$ cat src/rtl/ddm_pkg.sv
// Purpose: Shared constants for the distributed DMA slave channel.
// Assumes: Byte-wide I/O window of sixteen locations.
// Notes:   Offsets are byte offsets inside the window.
package ddm_pkg;

  // ----------------------------------------------------------------
  // Window offsets
  // ----------------------------------------------------------------
  localparam logic [3:0] OFS_ADDR_LO  = 4'h0;
  localparam logic [3:0] OFS_ADDR_HI  = 4'h1;
  localparam logic [3:0] OFS_COUNT_LO = 4'h4;
  localparam logic [3:0] OFS_COUNT_HI = 4'h5;
  localparam logic [3:0] OFS_CTRL     = 4'h8;
  localparam logic [3:0] OFS_TRIGGER  = 4'h9;
  localparam logic [3:0] OFS_SETUP    = 4'hB;
  localparam logic [3:0] OFS_CLEAR    = 4'hD;

  // ----------------------------------------------------------------
  // Field positions and reset values
  // ----------------------------------------------------------------
  localparam int          CTRL_DISABLE_BIT = 2;
  localparam int          SETUP_MODE_LO    = 6;
  localparam int          SETUP_ADDR_DIR   = 5;
  localparam int          SETUP_AUTO       = 4;
  localparam int          SETUP_XDIR_LO    = 2;
  localparam logic [7:0]  SETUP_WMASK      = 8'hFC;
  localparam logic [7:0]  SETUP_RESET      = 8'h00;
  localparam logic [3:0]  TC_ALL           = 4'hF;
  localparam logic [3:0]  TC_NONE          = 4'h0;
  localparam logic [7:0]  READ_ZERO        = 8'h00;
  localparam logic [15:0] COUNT_RESET      = 16'h0000;

  // ----------------------------------------------------------------
  // Step sizes per completed transfer
  // ----------------------------------------------------------------
  localparam logic [15:0] STEP_NARROW = 16'h0001;
  localparam logic [15:0] STEP_WIDE   = 16'h0002;
  localparam logic [15:0] STEP_ADDR   = 16'h0001;

  typedef enum logic [1:0] {
    MODE_DEMAND = 2'b00,
    MODE_SINGLE = 2'b01,
    MODE_BLOCK  = 2'b10,
    MODE_RSVD   = 2'b11
  } ddm_mode_e;

  typedef enum logic [1:0] {
    XDIR_NONE  = 2'b00,
    XDIR_WRITE = 2'b01,
    XDIR_READ  = 2'b10,
    XDIR_RSVD  = 2'b11
  } ddm_xdir_e;

  typedef enum logic [1:0] {
    ST_IDLE = 2'b00,
    ST_RUN  = 2'b01,
    ST_WAIT = 2'b10,
    ST_HALT = 2'b11
  } ddm_state_e;

endpackage : ddm_pkg

$ cat src/rtl/ddm_slave_channel.sv
// Purpose: Distributed DMA slave channel registers and request control.
// Assumes: Byte I/O window on ref_clk; transfer engine on ref_clk.
// Notes:   Card request pin is synchronised; all else is same-clock.
//
// Overview of operation
// - Count register: write base, read current, reset zero
// - Narrow transfers reduce count by one
// - Wide transfers reduce count by two
// - Control bit two set disables the channel
// - Other control bits read-only, read zero
// - Offset eight reads status, writes control
// - Four request bits follow card request line
// - Request bits ignore the socket mask
// - Terminal count sets all four flags
// - Flags clear on status read or reset
// - Any trigger write starts software request
// - Setup bits 7-6 pick demand/single/block mode
// - Setup bit 5 picks address direction
// - Setup bit 4 enables auto reload
// - Setup bits 3-2 pick transfer direction
// - Setup low two bits read zero
// - Socket mask set ignores card requests
// - Clear-location write resets whole channel
// - Reserved locations read zero, ignore writes
`timescale 1ns/100ps
`default_nettype none
module ddm_slave_channel (
  input  wire logic        ref_clk,
  input  wire logic        rst_b,
  input  wire logic [3:0]  io_addr,
  input  wire logic        io_wr,
  input  wire logic        io_rd,
  input  wire logic [7:0]  io_wdata,
  output logic      [7:0]  io_rdata,
  input  wire logic        card_request_line,
  input  wire logic        socket_request_mask,
  input  wire logic        xfer_done,
  input  wire logic        xfer_wide,
  output logic             dma_req,
  output logic      [15:0] cur_address,
  output logic      [15:0] cur_count,
  output logic             address_direction,
  output logic      [1:0]  transfer_direction_type
);

  // ----------------------------------------------------------------
  // Decode and synchronised card request
  // ----------------------------------------------------------------
  logic              card_req_s;
  logic              wr_addr_lo;
  logic              wr_addr_hi;
  logic              wr_count_lo;
  logic              wr_count_hi;
  logic              wr_ctrl;
  logic              wr_trigger;
  logic              wr_setup;
  logic              master_clear;
  logic              rd_status;
  logic              channel_disable_bit;
  logic [7:0]        setup;
  logic [3:0]        terminal_count_flags;
  logic [3:0]        card_request_status;
  logic              sw_pend;
  logic [15:0]       base_count;
  logic [15:0]       base_address;
  logic [15:0]       count_step;
  logic              in_run;
  logic              tc_event;
  logic              auto_reload_enable;
  logic              card_ok;
  ddm_pkg::ddm_mode_e  operating_mode_select;
  ddm_pkg::ddm_state_e state;
  ddm_pkg::ddm_state_e next_state;

  ddm_sync u_req_sync (
    .ref_clk  (ref_clk),
    .rst_b    (rst_b),
    .async_in (card_request_line),
    .sync_out (card_req_s)
  );

  // Unlisted offsets decode to nothing, so writes there are dropped
  assign wr_addr_lo   = io_wr && (io_addr == ddm_pkg::OFS_ADDR_LO);
  assign wr_addr_hi   = io_wr && (io_addr == ddm_pkg::OFS_ADDR_HI);
  assign wr_count_lo  = io_wr && (io_addr == ddm_pkg::OFS_COUNT_LO);
  assign wr_count_hi  = io_wr && (io_addr == ddm_pkg::OFS_COUNT_HI);
  assign wr_ctrl      = io_wr && (io_addr == ddm_pkg::OFS_CTRL);
  assign wr_trigger   = io_wr && (io_addr == ddm_pkg::OFS_TRIGGER);
  assign wr_setup     = io_wr && (io_addr == ddm_pkg::OFS_SETUP);
  assign master_clear = io_wr && (io_addr == ddm_pkg::OFS_CLEAR);
  assign rd_status    = io_rd && (io_addr == ddm_pkg::OFS_CTRL);

  // ----------------------------------------------------------------
  // Setup fields
  // ----------------------------------------------------------------
  assign operating_mode_select =
    ddm_pkg::ddm_mode_e'(setup[ddm_pkg::SETUP_MODE_LO +: 2]);
  assign address_direction  = setup[ddm_pkg::SETUP_ADDR_DIR];
  assign auto_reload_enable = setup[ddm_pkg::SETUP_AUTO];
  assign transfer_direction_type =
    setup[ddm_pkg::SETUP_XDIR_LO +: 2];

  // Raw synchronised line, mask deliberately not applied
  assign card_request_status = {4{card_req_s}};
  assign card_ok = card_req_s && !socket_request_mask;

  // ----------------------------------------------------------------
  // Counting
  // ----------------------------------------------------------------
  assign count_step = xfer_wide ? ddm_pkg::STEP_WIDE
                                : ddm_pkg::STEP_NARROW;
  assign in_run   = (state == ddm_pkg::ST_RUN);
  // End of transfer when this step brings the count to zero or past it
  assign tc_event = xfer_done && in_run && (cur_count <= count_step);

  // The count always runs down; only the address obeys the setup bit
  ddm_step_counter #(.W(16)) u_count (
    .ref_clk  (ref_clk),
    .rst_b    (rst_b),
    .clr      (master_clear),
    .load_lo  (wr_count_lo),
    .load_hi  (wr_count_hi),
    .wdata    (io_wdata),
    .step_en  (xfer_done && in_run),
    .step_amt (count_step),
    .down     (1'b1),
    .reload   (tc_event && auto_reload_enable),
    .base     (base_count),
    .cur      (cur_count)
  );

  ddm_step_counter #(.W(16)) u_address (
    .ref_clk  (ref_clk),
    .rst_b    (rst_b),
    .clr      (master_clear),
    .load_lo  (wr_addr_lo),
    .load_hi  (wr_addr_hi),
    .wdata    (io_wdata),
    .step_en  (xfer_done && in_run),
    .step_amt (ddm_pkg::STEP_ADDR),
    .down     (address_direction),
    .reload   (tc_event && auto_reload_enable),
    .base     (base_address),
    .cur      (cur_address)
  );

  // ----------------------------------------------------------------
  // Register group
  // ----------------------------------------------------------------
  logic       next_disable;
  logic [7:0] next_setup;
  logic [3:0] next_tc_flags;
  logic       next_sw_pend;
  logic [7:0] next_rdata;

  always_comb begin
    next_disable  = channel_disable_bit;
    next_setup    = setup;
    next_tc_flags = terminal_count_flags;
    next_sw_pend  = sw_pend;
    next_rdata    = io_rdata;
    if (master_clear) begin
      next_disable  = 1'b0;
      next_setup    = ddm_pkg::SETUP_RESET;
      next_tc_flags = ddm_pkg::TC_NONE;
      next_sw_pend  = 1'b0;
    end else begin
      if (wr_ctrl) begin
        next_disable = io_wdata[ddm_pkg::CTRL_DISABLE_BIT];
      end
      if (wr_setup) begin
        next_setup = io_wdata & ddm_pkg::SETUP_WMASK;
      end
      // A read clears, but an arriving end of transfer wins
      if (rd_status) begin
        next_tc_flags = ddm_pkg::TC_NONE;
      end
      if (tc_event) begin
        next_tc_flags = ddm_pkg::TC_ALL;
      end
      if (tc_event) begin
        next_sw_pend = 1'b0;
      end
      if (wr_trigger) begin
        next_sw_pend = 1'b1;
      end
    end
    // Read data is registered so the bus sees a steady byte for the
    // whole cycle after the strobe
    if (io_rd) begin
      case (io_addr)
        ddm_pkg::OFS_ADDR_LO:  next_rdata = cur_address[7:0];
        ddm_pkg::OFS_ADDR_HI:  next_rdata = cur_address[15:8];
        ddm_pkg::OFS_COUNT_LO: next_rdata = cur_count[7:0];
        ddm_pkg::OFS_COUNT_HI: next_rdata = cur_count[15:8];
        ddm_pkg::OFS_CTRL:
          next_rdata = {card_request_status,
                        terminal_count_flags};
        ddm_pkg::OFS_SETUP:    next_rdata = setup;
        default:               next_rdata = ddm_pkg::READ_ZERO;
      endcase
    end
  end

  always_ff @(posedge ref_clk or negedge rst_b) begin
    if (!rst_b) begin
      channel_disable_bit  <= 1'b0;
      setup                <= ddm_pkg::SETUP_RESET;
      terminal_count_flags <= ddm_pkg::TC_NONE;
      sw_pend              <= 1'b0;
      io_rdata             <= ddm_pkg::READ_ZERO;
    end else begin
      channel_disable_bit  <= next_disable;
      setup                <= next_setup;
      terminal_count_flags <= next_tc_flags;
      sw_pend              <= next_sw_pend;
      io_rdata             <= next_rdata;
    end
  end

  // ----------------------------------------------------------------
  // Request sequencing
  // ----------------------------------------------------------------
  // Without auto reload the channel parks in HALT after the end of a
  // transfer until software writes a new count, sets the disable bit or
  // writes the clear location, so a stale count cannot start a runaway transfer while the channel stays enabled.
  always_comb begin
    next_state = state;
    case (state)
      ddm_pkg::ST_IDLE: begin
        if (!channel_disable_bit && (transfer_direction_type !=
            ddm_pkg::XDIR_NONE) && (card_ok || sw_pend)) begin
          next_state = ddm_pkg::ST_RUN;
        end
      end
      ddm_pkg::ST_RUN: begin
        if (tc_event) begin
          next_state = auto_reload_enable ? ddm_pkg::ST_IDLE
                                          : ddm_pkg::ST_HALT;
        end else if (xfer_done &&
                     operating_mode_select == ddm_pkg::MODE_SINGLE) begin
          next_state = ddm_pkg::ST_WAIT;
        end else if (operating_mode_select != ddm_pkg::MODE_BLOCK &&
                     !card_ok && !sw_pend) begin
          next_state = ddm_pkg::ST_IDLE;
        end
      end
      // Single mode rearms only once the card lets go, so one held
      // request cannot be served twice
      ddm_pkg::ST_WAIT: begin
        if (!card_req_s || socket_request_mask) begin
          next_state = ddm_pkg::ST_IDLE;
        end
      end
      ddm_pkg::ST_HALT: begin
        if (wr_count_lo || wr_count_hi) begin
          next_state = ddm_pkg::ST_IDLE;
        end
      end
      default: next_state = ddm_pkg::ST_IDLE;
    endcase
    if (channel_disable_bit) begin
      next_state = ddm_pkg::ST_IDLE;
    end
    if (master_clear) begin
      next_state = ddm_pkg::ST_IDLE;
    end
  end

  always_ff @(posedge ref_clk or negedge rst_b) begin
    if (!rst_b) begin
      state <= ddm_pkg::ST_IDLE;
    end else begin
      state <= next_state;
    end
  end

  assign dma_req = in_run;

  // Plain steps leave out loads, clears and the end-of-transfer edge
  logic plain_step;
  assign plain_step = xfer_done && in_run && !tc_event &&
                      !master_clear && !wr_count_lo && !wr_count_hi;
endmodule : ddm_slave_channel
`default_nettype wire

$ cat src/rtl/ddm_sync.sv
// Purpose: Two-stage synchroniser for a level arriving from a pin.
// Assumes: Input is asynchronous to ref_clk.
// Notes:   Only the second stage may be read by other logic.
`timescale 1ns/100ps
`default_nettype none
module ddm_sync (
  input  wire logic ref_clk,
  input  wire logic rst_b,
  input  wire logic async_in,
  output logic      sync_out
);
  logic stage1;
  logic next_stage1;
  logic next_sync_out;

  always_comb begin
    next_stage1   = async_in;
    next_sync_out = stage1;
  end

  always_ff @(posedge ref_clk or negedge rst_b) begin
    if (!rst_b) begin
      stage1   <= 1'b0;
      sync_out <= 1'b0;
    end else begin
      stage1   <= next_stage1;
      sync_out <= next_sync_out;
    end
  end
endmodule : ddm_sync
`default_nettype wire

$ cat src/rtl/ddm_step_counter.sv
// Purpose: Base/current pair loaded bytewise, stepped up or down.
// Assumes: Priority clr, byte load, reload, step.
// Notes:   A byte load writes base and current together.
`timescale 1ns/100ps
`default_nettype none
module ddm_step_counter #(
  parameter int W = 16
) (
  input  wire logic         ref_clk,
  input  wire logic         rst_b,
  input  wire logic         clr,
  input  wire logic         load_lo,
  input  wire logic         load_hi,
  input  wire logic [7:0]   wdata,
  input  wire logic         step_en,
  input  wire logic [W-1:0] step_amt,
  input  wire logic         down,
  input  wire logic         reload,
  output logic      [W-1:0] base,
  output logic      [W-1:0] cur
);
  logic [W-1:0] next_base;
  logic [W-1:0] next_cur;

  if (W < 9 || W > 16) begin : g_bad_width
    $error("ddm_step_counter: W must be 9 to 16");
  end

  always_comb begin
    next_base = base;
    next_cur  = cur;
    if (clr) begin
      next_base = '0;
      next_cur  = '0;
    end else if (load_lo) begin
      next_base = {base[W-1:8], wdata};
      next_cur  = next_base;
    end else if (load_hi) begin
      next_base = {wdata[W-9:0], base[7:0]};
      next_cur  = next_base;
    end else if (reload) begin
      next_cur = base;
    end else if (step_en) begin
      next_cur = down ? cur - step_amt : cur + step_amt;
    end
  end

  always_ff @(posedge ref_clk or negedge rst_b) begin
    if (!rst_b) begin
      base <= '0;
      cur  <= '0;
    end else begin
      base <= next_base;
      cur  <= next_cur;
    end
  end
endmodule : ddm_step_counter
`default_nettype wire

$ cat config.mk
export PLATFORM = sky130hd
export DESIGN_NAME = ddm_slave_channel
export DESIGN_NICKNAME = d
export VERILOG_FILES = /design/src/rtl/ddm_pkg.sv /design/src/rtl/ddm_slave_channel.sv /design/src/rtl/ddm_sync.sv /design/src/rtl/ddm_step_counter.sv
export SDC_FILE = /design/constraint.sdc
export NUM_CORES = 1
export LEC_CHECK = 0
export BUFFER_PORTS_ARGS = -buffer_cell sky130_fd_sc_hd__buf_2
export CAP_MARGIN = 40
export CORE_MARGIN = 5
export CORE_UTILIZATION = 43
export CTS_CLUSTER_SIZE = 12
export DETAILED_ROUTE_END_ITERATION = 10
export GPL_TIMING_DRIVEN = 0
export MAX_ROUTING_LAYER = met4
export PLACE_DENSITY = 0.61
export SETUP_SLACK_MARGIN = 0.5
export SYNTH_ARGS = -nofsm -noshare
export SYNTH_HDL_FRONTEND = slang
export SYNTH_SLANG_ARGS = --single-unit
$ cat constraint.sdc
create_clock -name ref_clk -period 2.5 [get_ports ref_clk]
set_input_delay 0.75 -clock ref_clk [delete_from_list [all_inputs] [get_ports ref_clk]]
set_output_delay 0.75 -clock ref_clk [all_outputs]
set_load 0.02 [all_outputs]
==> results_dict.tcl, run 1 <==
set metrics [dict create \
    clockRootBuffer "clkbuf_16" \
    outcome "finished, violations left" \
    cp-start-kind "input port" \
    drt_iter0_markers 521 \
    antenna_found_initial 0 \
    crit_buf_inv 3 \
    async_reset_ff_share_pct 100 \
    drtAntennaViolNets 0 \
    vias 5610 \
    grt_max_degree 67 \
    period_minus_slack_ps 2610 \
    path_class "input port to register" \
    core_area_um2 12600 \
    worstMarginPinSlew_ps 672 \
    syn_inst 632 \
    synth_edf_count 0 \
    chipWidth_um 124 \
    dp_hpwl_um 13700 \
    area_delta_synth_final_pct 29.3 \
    cts_htree_levels 3 \
    grt.total_usage_pct 26.6 \
    rrSetupSlack_ps -70 \
    cts.sinks 85 \
    utilization_pct 56.9 \
    syn-cell-area_um2 5560 \
    grt-ovfl-total 0 \
    critPathTopFamily "compound AO/OA/AOI/OAI gates" \
    power.total_mw 7.26 \
    maxCapViolations 0 \
    insertion_delay_ps 350 \
    nets 774 \
    hold_violations 0 \
    violations "setup timing" \
    synth.most_common_cell "dfrtp_1" \
    path_depth 10 \
    leakage_nw 3.21 \
    die_h_um 124 \
    dr.pass1.iters 6 \
    drv_slew 0 \
    synth_flop_cell "dfrtp_1" \
    layout-drive-gt1-share_pct 30.7 \
    drc_errors 0 \
    clock-skew-final_ps 8.64 \
    cts.clk_slew.worst_paths_ps 60 \
    worst_slack_ps -112 \
    fillers 1155 \
    worstPathRequired_ps 2740 \
    hold_path.class "input port to asynchronous set/reset pin" \
    gp_congestion 0.944 \
    clock_path_buffers 2 \
    dieArea_um2 15300 \
    max_stage_delay_ps 520 \
    cts_tree "done" \
    worstPathCellList "buf_12 > inv_16 > ha_4 > inv_2 > fa_2 > a2111o_1 > o21ai_4 > mux2_4 > a221oi_2 > nor2_1" \
    relSlewSlack_pct 55.2 \
    wl_um 19400 \
    r2r_start "u_count.cur[11]" \
    worstRegToRegCells 7 \
    ys_ff_latch 85 \
    start_util_pct 44.0 \
    seqCellArea_um2 2140 \
    synth_cell_types 69 \
    syn_avg_cell_area_um2 8.79 \
    pwr_density_cell_nw_per_um2 1010 \
    ys_seq_area_share_pct 38.3 \
    rr_endpoint "u_address.cur[1]" \
    peakVddDrop_uv 509 \
    critPathArrivalTime_ps 2850 \
    fmax_mhz 383 \
    num_io_pins 64 \
    diodes 0 \
    grt_pass1_vias 5352 \
    path_max_fanout 4 \
    grt_pass1_wl_um 30000 \
    yosys.area.top_type "dfrtp_1" \
    worstSetupStartpoint "xfer_wide" \
    synth_top_area_share_pct 38.3 \
    setup_viol 20 \
    num_rows 41 \
    routed_via_density 6.15 \
    rsz0062_at_grt "true" \
    numPortBuffers 55 \
    synth_nets 670 \
    synth_top_cells_by_count "85 x dfrtp_1, 81 x nand2_1, 57 x a21oi_1, 49 x nor2_1, 31 x clkbuf_1" \
    wire_per_inst_um 21.3 \
    endpoint_kind "register" \
    yosysWarnings 0 \
    post-route-period-util_pct 104 \
    cts_buffers 9 \
    multi_input_area_um2 3550 \
    holdWs_ps 283 \
    cts-hold-fix-buffers 0 \
    cp_slowest_cell "a2111o_1" \
    synth_area_leaders "dfrtp_1 38%, nand2_1 5.5%, a21oi_1 5.1%" \
]
[power breakdown]
group          internal, mW  leakage, nW  switching (mW)
Clock                 0.763        0.138           0.549
Sequential             1.73         1.09           0.534
Combinational          1.62         1.99            2.06
Total                  4.12         3.21            3.14
[layout make-up]
cell class	count	area share (%)
clock buffers	10	3.19
plain buffers	43	3.87
inverters	18	1.17
multi-input cells	486	49.4
flip-flops and latches	85	29.8
repair buffers	93	8.89
well taps	172	3.00
clock inverters	5	0.732
[layer usage]
layer	vias up	global-route usage, %	routed length, µm
met2	251	39.6	8840
met5	-	-	0
met1	2771	36.4	8520
li1	2560	-	-
met3	28	5.77	1670
met4	0	8.58	376
[placed cells by master (no fill, tap or decap), types with 9 or more instances in the layout]
cell       count
o22ai_1       15
dfrtp_1       78
ha_1          14
o21ai_1       14
a21oi_1       50
buf_4         36
buf_2         56
clkbuf_2      14
o21ai_0       12
inv_1         15
xnor2_1       11
nor2_1        40
nand3_1       13
xor2_1        10
a22o_1        23
mux2i_1       16
nor3_1         9
nand2_1       77
buf_6         14
clkbuf_16      9
a21o_1         9
[sequential cells by signal (all words and copies together) (netlist names), 2 cells and up]
name / flops
u_address.cur: 16
u_count.base: 16
state: 2
u_address.base: 16
io_rdata: 8
setup: 6
u_count.cur: 16
[per-stage QoR]
| step | TNS [ps] | cells | setup slack [ps] | instance area, µm² |
|---|---|---|---|---|
| after floorplan | -3360 | 632 | -232 | 5680 |
| final | -945 | 912 | -112 | 7180 |
| after global placement | -24170 | 859 | -744 | 6170 |
| after detailed placement | -19920 | 860 | -780 | 6200 |
| after global routing | -2370 | 912 | -179 | 7180 |
| after CTS | -122 | 900 | -57.0 | 7000 |
[cell families (layout without fill, tap and decap cells)]
| group | count (synthesis) | count (layout) | share of synthesized area, % |
|---|---|---|---|
| simple gates | 207 | 207 | 17.8 |
| flops | 85 | 85 | 38.3 |
| xor+xnor | 21 | 21 | 3.31 |
| fa+ha+maj | 18 | 18 | 4.32 |
| compound gates | 217 | 217 | 27.1 |
| mux | 23 | 23 | 4.73 |
| buf+inv | 61 | 169 | 4.46 |
[worst register-to-register path, delay by kind of cell (launching register included)]
kind            cells  cell delay [ps]
compound gates      3              940
flops               1              470
mux                 1              330
buf+inv             1              200
simple gates        2              530
[worst max-delay path by stage]
| stage | end | slack (ps) |
|---|---|---|
| 5_1_grt | u_count.cur[5] | -180 |
| 6_report | u_address.cur[1] | -110 |
| 3_5_place_dp | u_address.cur[3] | -780 |
| 3_3_place_gp | u_address.cur[3] | -740 |
| 4_1_cts | u_address.cur[1] | -60 |
| 2_1_floorplan | u_address.cur[1] | -230 |
[timing repair]
item                                    CTS  global route
endpoints found under the setup margin   63            76
buffers inserted                         25            12
resized for setup                        90            42
hold endpoints to repair                  0             0
pin swaps                                34            26
Power figures use the tool's default switching activity.
==> inputs of run 2 (changes only) <==
--- a/config.mk
+++ b/config.mk
@@ -13,7 +13,6 @@
 export DETAILED_ROUTE_END_ITERATION = 10
 export GPL_TIMING_DRIVEN = 0
 export MAX_ROUTING_LAYER = met4
-export PLACE_DENSITY = 0.61
 export SETUP_SLACK_MARGIN = 0.5
 export SYNTH_ARGS = -nofsm -noshare
 export SYNTH_HDL_FRONTEND = slang
==> run 2 against run 1 <==
  * The run still ends with setup timing left
  * Sequential cell count unchanged
  * Power increased by 1.7%
  * Design area increased by 1.1%
  * Sequential power increased by 4%
  * Clock skew decreased by 1.8 ps
  * Global-route usage increased by 0.37 points
  * Core utilization increased by 0.64 points
  * Clock power increased by 20%
  * Largest cell class unchanged
  * First-iteration DRC count increased by 28%
==> results_dict.tcl, run 2 (synthesis results as in run 1) <==
set metrics [dict create \
    outcome "finished, violations left" \
    violations "setup timing" \
    path_max_fanout 6 \
    pwr_density_cell_nw_per_um2 1020 \
    core_area_um2 12600 \
    cts_htree_levels 3 \
    worstPathRequired_ps 2730 \
    num_io_pins 64 \
    swShare_pct 42.1 \
    hold_path.class "register to register" \
    vias 5686 \
    seqPwrFrac_pct 32.1 \
    holdPathEnd "u_req_sync.sync_out" \
    routed_via_density 6.29 \
    layout.cells.most_common "dfrtp_1" \
    path_class "input port to register" \
    r2r_start "u_count.cur[0]" \
    dieArea_um2 15300 \
    drt_iter0_markers 665 \
    cts_buffers 9 \
    hold-path-cell-count 0 \
    grt_max_degree 44 \
    worst_slack_ps -167 \
    rrSetupSlack_ps -150 \
    finalNonFillerCells 904 \
    numPortBuffers 55 \
    maxCapViolations 0 \
    hold_violations 0 \
    grt_pass1_wl_um 30400 \
    rsz0062_at_grt "true" \
    drc_errors 0 \
    antenna_found_initial 0 \
    endpoint_kind "register" \
    grt_pass1_vias 5306 \
    diodes 0 \
    hp-start "u_req_sync.next_sync_out" \
    wl_um 19600 \
    critPathArrivalTime_ps 2900 \
    start_util_pct 44.0 \
    num_rows 41 \
    grt-ovfl-total 0 \
    insertion_delay_ps 350 \
    setup_viol 33 \
    cts.clk_slew.worst_paths_ps 60 \
    cp-start-kind "input port" \
    relSlewSlack_pct 53.8 \
    worstMarginPinSlew_ps 693 \
    p_switching_mw 3.10 \
    worstRegToRegCells 9 \
    area_delta_synth_final_pct 30.7 \
    holdWs_ps 360 \
    placed_cells 860 \
    combPwrFrac_pct 46.7 \
    clock-skew-final_ps 6.83 \
    period_minus_slack_ps 2670 \
    cts.sinks 85 \
    chipWidth_um 124 \
    final_cell_mix "79 x dfrtp_1, 76 x nand2_1, 56 x buf_2" \
    rr_endpoint "u_address.cur[1]" \
    fmax_mhz 375 \
    cts_tree "done" \
    clockRootBuffer "clkbuf_16" \
    clock_path_buffers 2 \
    tns_ps -2980 \
    drv_slew 0 \
    grt.total_usage_pct 27.0 \
    dp_hpwl_um 14000 \
    intPower_mw 4.28 \
    cts-hold-fix-buffers 0 \
    nets 766 \
    post-route-period-util_pct 107 \
    wire_per_inst_um 21.7 \
    dr.pass1.iters 5 \
    peakVddDrop_uv 587 \
    layout-drive-gt1-share_pct 30.5 \
    dp_slack_ps -822 \
    drtAntennaViolNets 0 \
    gp_congestion 0.983 \
    clock_power_share_pct 21.2 \
    die_h_um 124 \
    leakage_nw 3.24 \
]
## run 2: cell types whose count changed in the layout (fill, tap and decap cells not counted), moves of 4 or more
cell	before	now
buf_4	36	20
clkbuf_8	0	5
nand3_1	13	9
nand3_2	1	5
o311ai_0	5	1
o311ai_2	0	4
## run 2: through the flow
stage	utilization (%)	area, µm²	power [mW]
after floorplan	-	5680	4.39
after global placement	48.9	6170	5.35
after detailed placement	49.2	6200	5.41
after CTS	56.5	7130	7.28
after global routing	57.5	7260	7.81
final	57.5	7260	7.38
## run 2: what timing repair did
| item | 4_1_cts | 5_1_grt |
|---|---|---|
| buffers inserted | 23 | 4 |
| pin swaps | 48 | 27 |
| setup endpoints to repair | 73 | 69 |
| gates resized for setup | 102 | 36 |
| gates cloned | 2 | 0 |
## run 2: worst max path at each step
stage	start	to	slack, ps	cells past startpoint
CTS	u_count.cur[5]	u_address.cur[1]	-130	6
floorplan	xfer_wide	u_address.cur[1]	-230	9
detailed placement	xfer_wide	u_address.cur[3]	-820	11
finish	xfer_wide	u_address.cur[1]	-170	10
global route	xfer_wide	u_count.cur[8]	-220	13
global placement	xfer_wide	u_address.cur[3]	-790	11
## run 2: area by class of cell
class	count	area, µm²
Buffer	43	283
Clock buffer	11	253
Clock inverter	4	95.1
Fill cell	1156	5360
Inverter	18	83.8
Multi-Input combinational cell	487	3580
Sequential cell	85	2140
Tap cell	172	215
Timing Repair Buffer	84	613
## run 2: per-layer routing
metal / vias to the layer above / global-route usage, % / routed length, µm / share of wire, %
li1: 2562 / - / - / -
met4: 0 / 7.13 / 410 / 2.1
met1: 2779 / 38.0 / 8370 / 43
met2: 312 / 39.4 / 8900 / 45
met5: - / - / 0 / 0
met3: 33 / 6.04 / 1940 / 9.9
## run 2: worst max-delay path, stage by stage
cell	delay, ps
buf_12	110
inv_16	50
ha_4	130
inv_2	40
fa_2	460
a2111o_2	520
o21ai_4	250
mux2_4	330
a221oi_2	210
nor2_1	60
## run 2: power by group through the flow
stage / Sequential [mW] / Clock (mW) / Combinational, mW
6_report: 2.37 / 1.57 / 3.44
5_1_grt: 2.40 / 1.65 / 3.76
4_1_cts: 2.35 / 1.58 / 3.35
3_5_place_dp: 2.34 / 0 / 3.07
3_3_place_gp: 2.34 / 0 / 3.02
2_1_floorplan: 2.38 / 0 / 2.01
==> inputs of run 3 (changes only) <==
--- a/config.mk
+++ b/config.mk
@@ -16,4 +16,5 @@
 export SETUP_SLACK_MARGIN = 0.5
 export SYNTH_ARGS = -nofsm -noshare
 export SYNTH_HDL_FRONTEND = slang
+export SYNTH_HIERARCHICAL = 1
 export SYNTH_SLANG_ARGS = --single-unit
==> run 3 against run 2 <==
  * The flow still finishes with violations (setup timing)
  * Sequential cell count did not move
  * First-iteration DRC count rose by 1.5%
  * Global-route usage fell by 1.4 points
  * Clock skew rose by 3.1 ps
  * Die area rose by 22%
==> results_dict.tcl, run 3 <==
set metrics [dict create \
    outcome "finished, violations left" \
    violations "setup timing" \
    worstRegToRegCells 14 \
    power.total_mw 9.49 \
    async_reset_ff_share_pct 100 \
    fillers 1407 \
    hold_violations 0 \
    p_switching_mw 4.37 \
    period_minus_slack_ps 2750 \
    worstMarginPinSlew_ps 521 \
    worstPathRequired_ps 2730 \
    combPwrFrac_pct 59.5 \
    antenna_found_initial 0 \
    area_delta_synth_final_pct 40.4 \
    cts_htree_levels 3 \
    grt_pass1_wl_um 36000 \
    chipWidth_um 137 \
    rsz0062_at_grt "true" \
    cts_tree "done" \
    drc_errors 0 \
    synth-xor-area-share_pct 6.20 \
    cts_buffers 9 \
    wl_um 23400 \
    synth_area_leaders "dfrtp_1 31%, a21oi_1 6.6%, ha_1 6.2%" \
    swShare_pct 46.1 \
    path_class "input port to register" \
    dp_slack_ps -1270 \
    seqPwrFrac_pct 25.6 \
    grt.total_usage_pct 25.6 \
    cts.sinks 85 \
    insertion_delay_ps 360 \
    pwr_density_cell_nw_per_um2 977 \
    routed_via_density 5.46 \
    dr.pass1.iters 5 \
    post-route-period-util_pct 110 \
    fmax_mhz 363 \
    setup_viol 29 \
    cp-start-kind "input port" \
    relSlewSlack_pct 65.2 \
    dp_hpwl_um 16100 \
    drtAntennaViolNets 0 \
    gp_congestion 0.922 \
    grt-ovfl-total 0 \
    clockRootBuffer "clkbuf_16" \
    synth_top_area_share_pct 30.8 \
    synth_mux_area_share_pct 4.40 \
    synth_top_cells_by_count "91 x a21oi_1, 91 x nand2_1, 85 x dfrtp_1, 61 x nor2_1, 46 x o21ai_0" \
    worst_slack_ps -253 \
    start_util_pct 43.7 \
    wire_per_inst_um 18.2 \
    num_rows 46 \
    clock_path_buffers 2 \
    synth_cell_types 82 \
    ys_seq_area_share_pct 30.8 \
    die_h_um 137 \
    intPower_mw 5.12 \
    numPortBuffers 61 \
    cts.clk_slew.worst_paths_ps 70 \
    final_cell_mix "101 x conb_1, 74 x nand2_1, 74 x dfrtp_1" \
    synth_compound_area_share_pct 25.6 \
    path_max_fanout 5 \
    yosys.area_share.simple_pct 20.8 \
    drv_slew 0 \
    holdWs_ps 301 \
    layout-drive-gt1-share_pct 30.6 \
    yosys.area.top_type "dfrtp_1" \
    clock_power_share_pct 14.9 \
    maxCapViolations 0 \
    syn_inst 829 \
    num_io_pins 64 \
    critPathArrivalTime_ps 2980 \
    endpoint_kind "register" \
    nets 1125 \
    clock-skew-final_ps 9.97 \
    layout.cells.most_common "conb_1" \
    synth_flop_cell "dfrtp_1" \
    leakage_nw 4.37 \
    syn_avg_cell_area_um2 8.34 \
    dieArea_um2 18700 \
    grt_max_degree 62 \
    drt_iter0_markers 675 \
    core_area_um2 15800 \
    vias 7048 \
    diodes 0 \
    synth_adder_area_share_pct 6.73 \
    tns_ps -3600 \
    synth_top_family_by_area "compound AO/OA/AOI/OAI gates" \
    grt_pass1_vias 6449 \
    hold_path.class "input port to asynchronous set/reset pin" \
    yosysWarnings 6 \
    synth_edf_count 0 \
    syn-cell-area_um2 6920 \
    peakVddDrop_uv 642 \
    ys_ff_latch 85 \
]
run 3: changes by cell type in the layout (fill, tap and decap cells not counted), moves of 20 or more:
| cell | change |
|---|---|
| conb_1 | +101 |
| buf_4 | +38 |
| xnor2_1 | +27 |
| inv_1 | +24 |
| a21oi_1 | +22 |
| o21ai_0 | +20 |
run 3: what timing repair did:
item | in CTS | in global routing
buffers inserted | 46 | 19
endpoints found under the setup margin | 60 | 60
hold buffers | 0 | 0
cloned | 2 | 1
resized for setup | 121 | 116
pin swaps | 36 | 33
run 3: power groups by stage:
stage | logic, mW | clock network (mW) | registers, mW
after floorplan | 3.05 | 0 | 2.42
after global placement | 4.40 | 0 | 2.42
after detailed placement | 4.44 | 0 | 2.42
after CTS | 5.03 | 1.43 | 2.39
after global routing | 6.13 | 1.49 | 2.46
final | 5.65 | 1.41 | 2.43
run 3: worst paths after layout:
| path | start | end | slack [ps] |
|---|---|---|---|
| min in group ref_clk | u_req_sync/next_sync_out | u_req_sync/sync_out | 360 |
| max | xfer_wide | u_count/cur[15] | -250 |
| min reg2reg | u_req_sync/next_sync_out | u_req_sync/sync_out | 360 |
| max reg2reg | u_count/cur[1] | u_count/cur[15] | -210 |
| max in group asynchronous | rst_b | state[0] | 1530 |
| min | rst_b | u_address/base[4] | 300 |
run 3: through the flow:
step	utilization [%]	cell area, µm²	std cells
6_report	61.4	9710	1290
5_1_grt	61.4	9710	1290
4_1_cts	57.6	9110	1270
3_5_place_dp	50.5	8000	1206
3_3_place_gp	50.4	7970	1205
2_1_floorplan	-	7390	928
run 3: cell families after synthesis:
logic type / after synthesis
other cells: 2
buf+inv: 84
simple gates: 273
fa+ha+maj: 36
mux: 27
xor+xnor: 49
compound gates: 273
flops: 85
run 3: critical path, stage by stage:
cell and delay, ps:
buf_8 90, inv_8 30, ha_4 250, nor2b_4 150
a2bb2oi_4 240, nor3_4 60, and2_4 170, or4_4 420
buf_6 150, nor2_8 100, or2_1 140, buf_6 120
buf_4 100, nor2_2 30, a21oi_1 120, a21oi_1 60
run 3: per-layer routing:
metal  global-route usage (%)  share of wire (%)  vias up
li1                         -                  -     3412
met1                     36.4                 45     3316
met2                     38.4                 46      272
met3                     3.57                6.9       48
met4                     7.21                2.2        0
met5                        -                  0        -
run 3: layout make-up:
class                   instances  area, µm²  area share [%]
clock buffers                   9        225            2.32
repair buffers                130        965            9.93
well taps                     216        270            2.78
plain buffers                  44        447            4.60
clock inverters                 7       78.8           0.812
inverters                      40        158            1.62
multi-input cells             759       5430            55.9
flip-flops and latches         85       2140            22.0
